### src/logic/fault_sup_pkg.sv
// Shared constants and carrier types for the gate driver fault supervisor
package fault_sup_pkg;
    // ****************************************
    // Geometry and encodings
    // ****************************************
    localparam int NUM_HB = 8;
    localparam int TIME_W = 8;
    localparam logic [1:0] HB_OFF_LO = 2'h0;
    localparam logic [1:0] HB_OFF_HI = 2'h3;
    localparam logic [1:0] PASS_BRAKE = 2'h2;
    localparam logic [1:0] PASS_BRAKE_PWM = 2'h3;

    // ****************************************
    // Timing
    // ****************************************
    localparam int CLK_MHZ = 20;
    localparam int PUMP_CLEAR_HOLD_US = 64;
    localparam int PUMP_CLEAR_HOLD_CYC = PUMP_CLEAR_HOLD_US * CLK_MHZ;
    localparam int HOLD_W = 11;
    localparam int PUMP_CHARGE_LIMIT_US = 200;
    localparam int PUMP_CHARGE_LIMIT_CYC = PUMP_CHARGE_LIMIT_US * CLK_MHZ;
    localparam int CHG_W = 13;

    // Analog comparator levels, asynchronous to the clock until the supervisor synchronises them
    typedef struct packed {
        logic temp_warn;
        logic temp_shutdown;
        logic supply_under;
        logic supply_over;
        logic supply_pass_over;
        logic pump_under;
    } monitor_type;

    // Latched fault flags as seen in the general status register
    typedef struct packed {
        logic supply_error;
        logic thermal_warning;
        logic thermal_shutdown;
        logic supply_undervoltage;
        logic supply_overvoltage;
        logic pump_undervoltage;
        logic global_error;
    } fault_flags_type;

    // Effective switching times of one measured edge pair
    typedef struct packed {
        logic [TIME_W-1:0] turn_on_delay;
        logic [TIME_W-1:0] turn_off_delay;
        logic [TIME_W-1:0] rise_time;
        logic [TIME_W-1:0] fall_time;
    } switch_times_type;
endpackage

### src/logic/switch_timer.sv
// Effective switching delay and edge time measurement for one PWM channel
`timescale 1ns/1ps
module switch_timer
    import fault_sup_pkg::*;
(
    input wire logic clk_i,
    input wire logic resetn_i,
    input wire logic clk_en_i,
    input wire logic generator_detect_enable_i,
    input wire logic pwm_cmd_i,
    input wire logic gate_above_th_i,
    input wire logic gate_full_i,
    input wire logic gate_below_low_i,
    input wire logic [TIME_W-1:0] blanking_time_i,
    input wire logic [TIME_W-1:0] cross_conduction_time_i,
    output logic [4*TIME_W-1:0] times_o,
    output logic generator_mode_o
);
    typedef enum logic [2:0] {T_IDLE, T_ON_DLY, T_RISE, T_HIGH, T_OFF_DLY, T_FALL} tstate_type;
    tstate_type st_q;
    logic cmd_q;
    logic [TIME_W-1:0] cnt_q;
    switch_times_type times_q;
    logic gen_q;

    assign times_o = times_q;
    assign generator_mode_o = gen_q;

    // Edge timing sequencer; counter saturates rather than wraps
    always_ff @(posedge clk_i or negedge resetn_i) begin
        if (!resetn_i) begin
            st_q <= T_IDLE;
            cmd_q <= 1'b0;
            cnt_q <= '0;
            times_q <= '0;
            gen_q <= 1'b0;
        end else if (clk_en_i) begin
            cmd_q <= pwm_cmd_i;
            cnt_q <= (&cnt_q) ? cnt_q : cnt_q + 1'b1;
            case (st_q)
                T_IDLE: begin
                    if (pwm_cmd_i && !cmd_q) begin
                        st_q <= T_ON_DLY;
                        cnt_q <= '0;
                    end
                end
                T_ON_DLY: begin
                    if (gate_above_th_i) begin
                        times_q.turn_on_delay <= cnt_q;
                        st_q <= T_RISE;
                        cnt_q <= '0;
                    end else if (cnt_q >= blanking_time_i && !gen_q) begin
                        times_q.turn_on_delay <= blanking_time_i;
                        st_q <= T_RISE;
                        cnt_q <= '0;
                    end
                end
                T_RISE: begin
                    if (gate_full_i) begin
                        times_q.rise_time <= cnt_q;
                        st_q <= T_HIGH;
                    end
                end
                T_HIGH: begin
                    if (!pwm_cmd_i) begin
                        st_q <= T_OFF_DLY;
                        cnt_q <= '0;
                    end
                end
                T_OFF_DLY: begin
                    if (!gate_full_i) begin
                        times_q.turn_off_delay <= cnt_q;
                        gen_q <= 1'b0;
                        st_q <= T_FALL;
                        cnt_q <= '0;
                    end else if (cnt_q >= cross_conduction_time_i) begin
                        if (!generator_detect_enable_i) begin
                            times_q.turn_off_delay <= cross_conduction_time_i;
                        end else begin
                            gen_q <= 1'b1;
                        end
                        st_q <= T_FALL;
                        cnt_q <= '0;
                    end
                end
                T_FALL: begin
                    if (gate_below_low_i) begin
                        times_q.fall_time <= cnt_q;
                        st_q <= T_IDLE;
                    end
                end
                default: st_q <= T_IDLE;
            endcase
        end
    end
endmodule

### src/logic/gate_driver_fault_supervisor.sv
// Fault latching, off-state diagnostic and switching-time supervision of the gate driver
`timescale 1ns/1ps
// What this block does
// - Each switch-node pull-down is on only when its own enable bit is set.
// - Output level of each of eight half-bridges is reported while it is off.
// - Output level bit reads 0 while its half-bridge is in an on mode.
// - Thermal warning latches, outputs stay on, clear works once warning gone.
// - Thermal shutdown latches drivers off, stops pump, sets three flags.
// - Outputs stay off after shutdown until heat gone and status cleared.
// - Thermal or overvoltage shutdown discharges gates with static discharge setting.
// - Supply undervoltage latches MOSFETs off and sets three flags, logic kept.
// - Supply under/overvoltage flags clear only after recovery plus a clear command.
// - Supply overvoltage latches MOSFETs off, stops pump, sets three flags.
// - Pump restarts by itself after overvoltage recovers; MOSFETs wait for clear.
// - Passive mode 10: brake low sides on at overvoltage, pull PWM three low.
// - Passive mode 11: brake only while PWM one high, pull PWM three low.
// - Logic supply reset resets logic and turns drivers off.
// - Pump undervoltage discharges statically for cross-conduction time, then turns off.
// - Pump undervoltage latches pump, supply and global error flags until cleared.
// - Pump undervoltage reported if pump not charged within limit after reset.
// - Turn-on, turn-off delays and rise, fall times are measured and reported.
// - Blanking expiry before turn-on measured reports blanking time as turn-on delay, unless generator mode is flagged.
// - Cross-conduction expiry without generator check reports it as turn-off delay.
// - Pump flag clears only 64 us after supply or thermal recovery.
// - With generator check, unmeasured turn-off delay marks motor as generator.
module gate_driver_fault_supervisor
    import fault_sup_pkg::*;
(
    input wire logic clk_i,
    input wire logic resetn_i,
    input wire logic clk_en_i,
    input wire logic [$bits(monitor_type)-1:0] monitor_i,
    input wire logic status_clear_i,
    input wire logic bridge_passive_flag_i,
    input wire logic [1:0] passive_mode_select_i,
    input wire logic overvoltage_threshold_select_i,
    input wire logic [2*NUM_HB-1:0] half_bridge_mode_i,
    input wire logic [NUM_HB-1:0] diag_pulldown_enable_i,
    input wire logic [NUM_HB-1:0] half_bridge_switch_node_i,
    input wire logic [TIME_W-1:0] cross_conduction_time_i,
    input wire logic [TIME_W-1:0] blanking_time_i,
    input wire logic generator_detect_enable_i,
    input wire logic pwm_input_one_i,
    input wire logic pwm_cmd_i,
    input wire logic gate_above_th_i,
    input wire logic gate_full_i,
    input wire logic gate_below_low_i,
    output logic [$bits(fault_flags_type)-1:0] general_status_o,
    output logic [NUM_HB-1:0] output_level_status_o,
    output logic [NUM_HB-1:0] diag_pulldown_o,
    output logic drivers_enable_o,
    output logic static_discharge_o,
    output logic pump_enable_o,
    output logic overvoltage_threshold_o,
    output logic [3:0] brake_low_side_drivers_o,
    output logic pwm_input_three_pd_o,
    output logic pwm_input_three_oe_n_o,
    output logic [4*TIME_W-1:0] effective_times_o,
    output logic generator_mode_o
);
    // ****************************************
    // Input synchronisers
    // ****************************************
    monitor_type mon_meta_q, mon_q;
    logic [NUM_HB-1:0] sw_meta_q, sw_q;
    logic pwm_input_one_meta_q, pwm_input_one_q;

    // Analog comparators and pins are asynchronous to the logic clock
    always_ff @(posedge clk_i or negedge resetn_i) begin
        if (!resetn_i) begin
            mon_meta_q <= '{pump_under: 1'b1, default: 1'b0}; // Pump counts as uncharged until seen
            mon_q <= '{pump_under: 1'b1, default: 1'b0};
            sw_meta_q <= '0;
            sw_q <= '0;
            pwm_input_one_meta_q <= 1'b0;
            pwm_input_one_q <= 1'b0;
        end else if (clk_en_i) begin
            mon_meta_q <= monitor_i;
            mon_q <= mon_meta_q;
            sw_meta_q <= half_bridge_switch_node_i;
            sw_q <= sw_meta_q;
            pwm_input_one_meta_q <= pwm_input_one_i;
            pwm_input_one_q <= pwm_input_one_meta_q;
        end
    end

    // ****************************************
    // Off-state diagnostic
    // ****************************************
    function automatic logic hb_is_off(input logic [1:0] m);
        return (m == HB_OFF_LO) || (m == HB_OFF_HI);
    endfunction

    logic [NUM_HB-1:0] level_q;
    // Controller alone decides when diagnostics run; device just gates the current
    genvar g;
    generate
        for (g = 0; g < NUM_HB; g++) begin : g_hb
            assign diag_pulldown_o[g] = diag_pulldown_enable_i[g];
            always_ff @(posedge clk_i or negedge resetn_i) begin
                if (!resetn_i) begin
                    level_q[g] <= 1'b0;
                end else if (clk_en_i) begin
                    level_q[g] <= hb_is_off(half_bridge_mode_i[2*g +: 2]) ? sw_q[g] : 1'b0;
                end
            end
        end
    endgenerate
    assign output_level_status_o = level_q;
    // Threshold select passes through; the 2 V setting is the controller's job
    assign overvoltage_threshold_o = overvoltage_threshold_select_i;

    // ****************************************
    // Fault flags
    // ****************************************
    fault_flags_type flags_q;
    logic [HOLD_W-1:0] hold_q;
    logic [CHG_W-1:0] chg_q;
    logic charged_q;
    logic supply_fault;
    logic pump_clear_ok;

    assign supply_fault = mon_q.temp_shutdown || mon_q.supply_under || mon_q.supply_over;
    assign pump_clear_ok = (hold_q == HOLD_W'(PUMP_CLEAR_HOLD_CYC));

    // Recovery hold: restarts while any pump-stopping fault is present
    always_ff @(posedge clk_i or negedge resetn_i) begin
        if (!resetn_i) begin
            hold_q <= HOLD_W'(PUMP_CLEAR_HOLD_CYC);
        end else if (clk_en_i) begin
            if (supply_fault) begin
                hold_q <= '0;
            end else if (!pump_clear_ok) begin
                hold_q <= hold_q + 1'b1;
            end
        end
    end

    // Pump charge timeout after reset release
    always_ff @(posedge clk_i or negedge resetn_i) begin
        if (!resetn_i) begin
            chg_q <= '0;
            charged_q <= 1'b0;
        end else if (clk_en_i && !charged_q) begin
            if (!mon_q.pump_under) begin
                charged_q <= 1'b1;
            end else if (chg_q != CHG_W'(PUMP_CHARGE_LIMIT_CYC)) begin
                chg_q <= chg_q + 1'b1;
            end
        end
    end

    logic pump_event;
    // Late charge raises the flag too
    assign pump_event = (mon_q.pump_under && charged_q) || (!charged_q && chg_q == CHG_W'(PUMP_CHARGE_LIMIT_CYC));

    // Set wins over clear; clear acts only on flags whose cause is gone
    always_ff @(posedge clk_i or negedge resetn_i) begin
        if (!resetn_i) begin
            flags_q <= '0;
        end else if (clk_en_i) begin
            if (status_clear_i) begin
                if (!mon_q.temp_warn) flags_q.thermal_warning <= 1'b0;
                if (!mon_q.temp_shutdown) flags_q.thermal_shutdown <= 1'b0;
                if (!mon_q.supply_under) flags_q.supply_undervoltage <= 1'b0;
                if (!mon_q.supply_over) flags_q.supply_overvoltage <= 1'b0;
                if (!mon_q.pump_under && charged_q && pump_clear_ok) begin
                    flags_q.pump_undervoltage <= 1'b0;
                    flags_q.supply_error <= 1'b0;
                    flags_q.global_error <= 1'b0;
                end
            end
            if (mon_q.temp_warn) flags_q.thermal_warning <= 1'b1;
            if (mon_q.temp_shutdown) flags_q.thermal_shutdown <= 1'b1;
            if (mon_q.supply_under) flags_q.supply_undervoltage <= 1'b1;
            if (mon_q.supply_over) flags_q.supply_overvoltage <= 1'b1;
            if (supply_fault || pump_event) begin
                flags_q.pump_undervoltage <= 1'b1;
                flags_q.supply_error <= 1'b1;
            end
            if (pump_event) flags_q.global_error <= 1'b1;
        end
    end
    assign general_status_o = flags_q;

    // ****************************************
    // Driver and pump control
    // ****************************************
    typedef enum logic [1:0] {D_RUN, D_DISCHARGE, D_OFF} dstate_type;
    dstate_type dst_q;
    logic [TIME_W-1:0] dis_cnt_q;
    logic lock_off;

    // Any latched shutdown flag keeps gates off; warning alone does not
    assign lock_off = flags_q.thermal_shutdown || flags_q.supply_undervoltage ||
                      flags_q.supply_overvoltage || flags_q.pump_undervoltage;

    // Pump discharge waits the cross-conduction time before full turn-off
    always_ff @(posedge clk_i or negedge resetn_i) begin
        if (!resetn_i) begin
            dst_q <= D_RUN; // Reset itself holds drivers off
            dis_cnt_q <= '0;
        end else if (clk_en_i) begin
            case (dst_q)
                D_RUN: begin
                    if (lock_off) begin
                        dst_q <= D_DISCHARGE;
                        dis_cnt_q <= '0;
                    end
                end
                D_DISCHARGE: begin
                    dis_cnt_q <= dis_cnt_q + 1'b1;
                    if (dis_cnt_q >= cross_conduction_time_i) dst_q <= D_OFF;
                end
                D_OFF: begin
                    if (!lock_off) dst_q <= D_RUN;
                end
                default: dst_q <= D_OFF;
            endcase
        end
    end

    logic drv_en_q, stat_dis_q, pump_en_q;
    // Registered drive outputs; thermal and overvoltage use static discharge
    always_ff @(posedge clk_i or negedge resetn_i) begin
        if (!resetn_i) begin
            drv_en_q <= 1'b0;
            stat_dis_q <= 1'b0;
            pump_en_q <= 1'b0;
        end else if (clk_en_i) begin
            drv_en_q <= (dst_q == D_RUN) && !lock_off && !bridge_passive_flag_i;
            stat_dis_q <= (dst_q == D_DISCHARGE) || (lock_off && (mon_q.temp_shutdown || mon_q.supply_over));
            pump_en_q <= !(mon_q.temp_shutdown || mon_q.supply_over);
        end
    end
    assign drivers_enable_o = drv_en_q;
    assign static_discharge_o = stat_dis_q;
    assign pump_enable_o = pump_en_q;

    // ****************************************
    // Passive-mode overvoltage brake
    // ****************************************
    logic brake_q, pd_q;
    always_ff @(posedge clk_i or negedge resetn_i) begin
        if (!resetn_i) begin
            brake_q <= 1'b0;
            pd_q <= 1'b0;
        end else if (clk_en_i) begin
            pd_q <= bridge_passive_flag_i &&
                    (passive_mode_select_i == PASS_BRAKE || passive_mode_select_i == PASS_BRAKE_PWM);
            brake_q <= bridge_passive_flag_i && mon_q.supply_pass_over &&
                       ((passive_mode_select_i == PASS_BRAKE) ||
                        (passive_mode_select_i == PASS_BRAKE_PWM && pwm_input_one_q));
        end
    end
    assign brake_low_side_drivers_o = {4{brake_q}};
    assign pwm_input_three_pd_o = 1'b0;
    assign pwm_input_three_oe_n_o = !pd_q;

    // ****************************************
    // Switching-time measurement
    // ****************************************
    switch_timer u_timer (
        .clk_i(clk_i),
        .resetn_i(resetn_i),
        .clk_en_i(clk_en_i),
        .generator_detect_enable_i(generator_detect_enable_i),
        .pwm_cmd_i(pwm_cmd_i),
        .gate_above_th_i(gate_above_th_i),
        .gate_full_i(gate_full_i),
        .gate_below_low_i(gate_below_low_i),
        .blanking_time_i(blanking_time_i),
        .cross_conduction_time_i(cross_conduction_time_i),
        .times_o(effective_times_o),
        .generator_mode_o(generator_mode_o)
    );

    // ****************************************
    // Assertions
    // ****************************************
    property p_warn_keeps_outputs;
        @(posedge clk_i) disable iff (!resetn_i)
        $rose(flags_q.thermal_warning) && !lock_off && dst_q == D_RUN && !bridge_passive_flag_i && clk_en_i
        |=> drv_en_q;
    endproperty
    a_warn_keeps_outputs: assert property (p_warn_keeps_outputs) else $error("warning turned outputs off");

    property p_tsd_off;
        @(posedge clk_i) disable iff (!resetn_i)
        clk_en_i && mon_q.temp_shutdown ##1 clk_en_i |-> !pump_en_q ##1 !drv_en_q;
    endproperty
    a_tsd_off: assert property (p_tsd_off) else $error("shutdown left drivers or pump on");

    property p_level_zero_on;
        @(posedge clk_i) disable iff (!resetn_i)
        clk_en_i && !hb_is_off(half_bridge_mode_i[1:0]) |=> !output_level_status_o[0];
    endproperty
    a_level_zero_on: assert property (p_level_zero_on) else $error("level bit set in on mode");

    property p_clear_keeps_present;
        @(posedge clk_i) disable iff (!resetn_i)
        clk_en_i && mon_q.supply_under |=> flags_q.supply_undervoltage;
    endproperty
    a_clear_keeps_present: assert property (p_clear_keeps_present) else $error("present fault flag cleared");

    property p_pump_hold;
        @(posedge clk_i) disable iff (!resetn_i)
        flags_q.pump_undervoltage && !pump_clear_ok |=> flags_q.pump_undervoltage;
    endproperty
    a_pump_hold: assert property (p_pump_hold) else $error("pump flag cleared too early");

    property p_brake_mode;
        @(posedge clk_i) disable iff (!resetn_i)
        brake_q |-> $past(bridge_passive_flag_i) && $past(passive_mode_select_i[1]);
    endproperty
    a_brake_mode: assert property (p_brake_mode) else $error("brake outside passive mode");

    property p_brake_pwm_input_one;
        @(posedge clk_i) disable iff (!resetn_i)
        brake_q && $past(passive_mode_select_i) == PASS_BRAKE_PWM |-> $past(pwm_input_one_q);
    endproperty
    a_brake_pwm_input_one: assert property (p_brake_pwm_input_one) else $error("brake without pwm one");

    property p_drivers_need_clear;
        @(posedge clk_i) disable iff (!resetn_i)
        clk_en_i && lock_off |=> !drv_en_q;
    endproperty
    a_drivers_need_clear: assert property (p_drivers_need_clear) else $error("drivers on while latched");

    c_tsd: cover property (@(posedge clk_i) disable iff (!resetn_i) $rose(flags_q.thermal_shutdown));
    c_discharge: cover property (@(posedge clk_i) disable iff (!resetn_i) dst_q == D_DISCHARGE ##1 dst_q == D_OFF);
    c_brake: cover property (@(posedge clk_i) disable iff (!resetn_i) $rose(brake_q));
    c_gen: cover property (@(posedge clk_i) disable iff (!resetn_i) $rose(generator_mode_o));
endmodule

### config.mk
export PLATFORM = sky130hd
export DESIGN_NAME = gate_driver_fault_supervisor
export DESIGN_NICKNAME = d
export VERILOG_FILES = /design/src/logic/fault_sup_pkg.sv /design/src/logic/switch_timer.sv /design/src/logic/gate_driver_fault_supervisor.sv
export SDC_FILE = /design/constraint.sdc
export NUM_CORES = 1
export LEC_CHECK = 0
export ABC_AREA = 1
export BUFFER_PORTS_ARGS = -buffer_cell sky130_fd_sc_hd__buf_2
export CORE_UTILIZATION = 60
export DETAILED_ROUTE_END_ITERATION = 16
export GPL_TIMING_DRIVEN = 1
export PLACE_DENSITY = 0.87
export SLEW_MARGIN = 30
export SYNTH_ARGS = -nofsm -noshare
export SYNTH_HDL_FRONTEND = slang
export SYNTH_SLANG_ARGS = --single-unit
### constraint.sdc
create_clock -name clk_i -period 4.7 [get_ports clk_i]
set_clock_uncertainty 0.15 [all_clocks]
set_input_delay 0.705 -clock clk_i [delete_from_list [all_inputs] [get_ports clk_i]]
set_output_delay 0.705 -clock clk_i [all_outputs]
set_load 0.02 [all_outputs]
# Yosys cells after proc, flatten, opt, wreduce, memory -nomap -nowiden
# Index checks and enable logic that the tools add are counted.
# classes
reduce_logical,79
n_eq_ne,33
bitwise_logic,1
n_mux,55
n_addsub,4
order_cmp,3
# op_table
operator,n
two-way mux 8 bit,13
case mux 8 bit (4 select lines),1
>= comparator 8 bit,3
two-way mux 3 bit,8
two-way mux 1 bit,23
"equality test 2 bit, second input constant",11
two-way mux 11 bit,2
AND reduction 3 bit,7
nonzero test 2 bit,10
logical OR 1 bit,19
zero test 2 bit,9
"!= test 2 bit, second input constant",9
case mux 3 bit (6 select lines),1
"adder 8 x 1 -> 8 bit, second input constant",2
case mux 8 bit (2 select lines),1
logical AND 1 bit,14
"adder 13 x 1 -> 13 bit, second input constant",1
"equality test 13 x 12 -> 1 bit, second input constant",1
"!= test 13 x 12 -> 1 bit, second input constant",1
AND reduction 2 bit,6
AND reduction 4 bit,3
"adder 11 x 1 -> 11 bit, second input constant",1
"equality test 11 bit, second input constant",1
zero test 1 bit,8
other kinds (13),20
# word_totals
out_inout_bits,66
regBits,130
elab_cells,224
input_bits,68

# Logic depth before layout (Yosys ltp)
# logic_depth
depth_word,6
depth_mapped,15
mapped_depth_nobuf,14

# Hierarchy
# A second synthesis with hierarchy kept.
# unflattened
cells_unflattened,906
hier_area_um2,7203.2
# modules_own_cells
module,seq_area_each_um2,area_per_inst_um2,cells_each,n_inst
gate_driver_fault_supervisor,2107.0,4503.1,565,1
switch_timer,1126.1,2700.1,341,1

# Worst setup path after synthesis
# No wires, ideal clock.
# synth_timing
kind,input -> register
start,in cross_conduction_time_i[7]
end,"reg u_timer.times_q, in the netlist u_timer.times_o[22]"
required_time_ns,4.474
setup_ns,0.076
path_slack_ns,2.544
arrival_ns,1.929
path_stages,9
path_buffers,1
path_cell_list,inv_1 ha_1 a21o_1 nor2_1 nand4_1 nand3_2 buf_2 nand2_1 o21ai_1
# synth_via
elab_chain_cells,3
# synth_lines
element,line_no,source
"start, declared",gate_driver_fault_supervisor.sv:40,"input wire logic [TIME_W-1:0] cross_conduction_time_i,"
>= comparator 8 bit,switch_timer.sv:76,end else if (cnt_q >= cross_conduction_time_i) begin
!= test 2 x 1 -> 1 bit (no line),n/a,
AND reduction 4 bit (no line),n/a,
"end, declared",switch_timer.sv:23,switch_times_type times_q;
# Every way passes these cells.
# A chain may end at the register's enable or synchronous reset.

# Final worst setup path
# layout_timing
start,in clk_en_i
end,"reg u_timer.times_q, in the netlist u_timer.times_o[19]"
# layout_via
elab_chain_cells,1
# layout_lines
element,line_no,source
"start, declared",gate_driver_fault_supervisor.sv:31,"input wire logic clk_en_i,"
AND reduction 4 bit (no line),n/a,
# Every way passes these cells.

==> results.py <==
metrics = {
    "run_status": {
        "status": "finished, final reports clean",
    },
    "route": {
        "via_count": 6114,
        "drt_iter0_drc": 442,
        "drc": 0,
        "wl_per_cell_um": 14.0,
        "post_drt_via_cell_ratio": 5.41,
        "firstDrtPassIters": 8,
        "ant_nets": 0,
        "wl_um": 15900,
    },
    "die": {
        "start_util_pct": 62.7,
        "die-width_um": 110,
        "die-height_um": 110,
        "die_area_sq_mm": 0.0120,
        "num_io_pins": 134,
        "fp-row-count": 38,
        "fp.coreArea_sq_mm": 0.0111,
    },
    "placed_design": {
        "place_hpwl_um": 10800,
        "gp_congestion": 0.868,
        "post-place-cells": 1098,
        "dpl_cell_area_sq_mm": 0.00748,
        "io_buffer_count": 114,
    },
    "cts": {
        "clk_latency_ps": 410,
        "cts_sinks": 129,
        "htreeDepth": 4,
        "post_cts_resized": 0,
        "cts_tree": "built",
        "root_buffer": "clkbuf_16",
        "clkTransAtPathRegs_ps": 60,
        "cts_buffer_depth": 2,
        "hold_buffers": 0,
        "cts_buffers": 17,
        "post_cts.repair.setup_buffers": 0,
    },
    "timing": {
        "worst_pin_slew_ps": 679,
        "fmaxAchievable_ghz": 0.379,
        "finalCriticalPeriod_ps": 2640,
        "period_share_pct": 56.2,
        "maxSlewViolCount": 0,
        "setup_tns_ps": 0,
        "slew_headroom_pct": 54.7,
        "setup_viol": 0,
        "rsz0062_at_grt": "false",
        "hold_viol": 0,
    },
    "global_routing": {
        "grt-ovfl-total": 0,
        "first_global_vias": 5825,
        "met2_usage_pct": 48.4,
        "antenna_found_initial": 1,
        "grt_max_degree": 76,
        "top_usage_layer": "met2",
        "met3_usage_pct": 6.88,
        "grt_first_pass_wirelength_um": 26800,
        "gr-usage-all-layers_pct": 29.2,
        "grt.met1_usage_pct": 37.5,
    },
    "yosys": {
        "ys_warn_count": 0,
        "yosysUniqueCellTypes": 38,
        "synthesis.area_sq_mm": 0.00695,
        "synth-seq-cells": 129,
        "synthesis.nets": 980,
        "ys_seq_area_share_pct": 46.6,
        "avgSynthCellArea_sq_um": 7.87,
        "synthCells": 882,
    },
    "layout": {
        "fin_nets": 1075,
        "layout_common_cells": "nand2_1 (290), dfrtp_1 (125), buf_2 (113)",
        "drive_gt1_share_pct": 18.0,
        "syn2layout_area_growth_pct": 15.8,
        "final_cells": 1130,
        "stdcell_area_sq_mm": 0.00804,
        "final_common_cell": "nand2_1",
    },
    "power_and_ir_drop": {
        "p_leak_nw": 4.32,
        "ir_worst_vdd_mv": 0.447,
        "p_per_area_mw_per_mm2": 447,
    },
    "critical_path": {
        "startpoint_type": "input pin",
        "crit_type": "in -> reg",
        "arrival_ps": 2780,
        "critPathRequiredTime_ps": 4840,
        "end_kind": "flop",
        "crit_fanout": 63,
        "reg2reg_depth": 13,
        "r2r_slack_ps": 2430,
        "critPathTopFamily": "buffers and inverters",
        "slowest_stage": "clkinv_1",
        "crit_chain": "buf_2, buf_4, clkinv_1, nor2_2, nand3_2, nand2_1, o21ai_1",
        "path_buf_inv": 3,
        "max_stage_delay_ps": 630,
        "worst-path-stages": 7,
    },
    "run": {
        "maxCapViolCount": 0,
    },
    "hold_path": {
        "min_path_type": "in -> async",
    },
}
-- cells in the mapped netlist (all sizes together) --
cell / number / area (sq um)
dfstp: 4 / 105
inv: 108 / 405
a31oi: 1 / 6.26
o21ai: 89 / 445
ha: 30 / 375
a21oi: 15 / 75.1
o22ai: 2 / 12.5
a21o: 1 / 7.51
o31ai: 8 / 60.1
nand2: 292 / 1110
nor4: 4 / 31.3
nand3b: 3 / 22.5
nor3: 15 / 90.1
nand4: 22 / 138
o211ai: 2 / 15.0
clkbuf: 10 / 47.5
o21a: 2 / 15.0
buf: 33 / 203
xor2: 22 / 200
nand3: 47 / 260
nor2: 43 / 171
xnor2: 1 / 8.76
conb: 1 / 3.75
dfrtp: 125 / 3130
or2: 2 / 12.5
-- layout make-up --
type / count / area, sq um
tap: 140 / 175
inverter: 108 / 405
multi-input combinational: 602 / 3060
timing repair buffer: 119 / 614
clock buffer: 19 / 443
clock inverter: 12 / 114
sequential: 129 / 3230
fill: 839 / 3030
antenna: 1 / 2.50
-- state kept, by name, summed over array words and instances, names as in the netlist, 8 cells and up --
register / flops
u_timer.times_o: 32
chg_q: 13
hold_q: 11
dis_cnt_q: 8
output_level_status_o: 8
sw_meta_q: 8
sw_q: 8
u_timer.cnt_q: 8
-- final timing paths --
kind | endpoint | start
hold reg to reg | mon_meta_q[0] | mon_meta_q[0]
max in group asynchronous | hold_q[8] | resetn_i
hold / removal | u_timer.times_o[24] | resetn_i
setup / recovery | u_timer.times_o[19] | clk_en_i
min in group clk_i | mon_meta_q[0] | mon_meta_q[0]
setup reg to reg | u_timer.times_o[28] | u_timer.cnt_q[0]
-- cell families after synthesis --
family                     share of synthesized area [%]
AOI/OAI and AO/OA                                   9.17
adders and majority gates                           5.40
xor gates and xnor gates                            3.01
other                                             0.0540
DFF                                                 46.6
buffers and inverters                               9.44
and+or+nand+nor                                     26.4
-- stage by stage --
stage / setup slack [ps] / hold WS, ps / total power (W) / util (%)
after floorplan: 2540 / 259 / 0.00207 / -
after detailed placement: 1670 / 305 / 0.00237 / 67.5
after global placement: 1730 / 303 / 0.00233 / 67.5
after global routing: 1850 / 205 / 0.00381 / 72.6
final: 2060 / 135 / 0.00360 / 72.6
after CTS: 2070 / 303 / 0.00361 / 72.6
-- routing by layer --
metal | wire length [um] | vias up
met5 | 0 | -
met4 | 348 | 0
met3 | 1050 | 30
met2 | 7510 | 238
met1 | 6960 | 2844
li1 | - | 3002
-- report_power, final --
| group | switching (W) | internal [W] |
|---|---|---|
| sequential | 0.000157 | 0.00130 |
| clock | 0.000483 | 0.000738 |
| combinational | 0.000614 | 0.000303 |
Power figures use the tool's default switching activity.
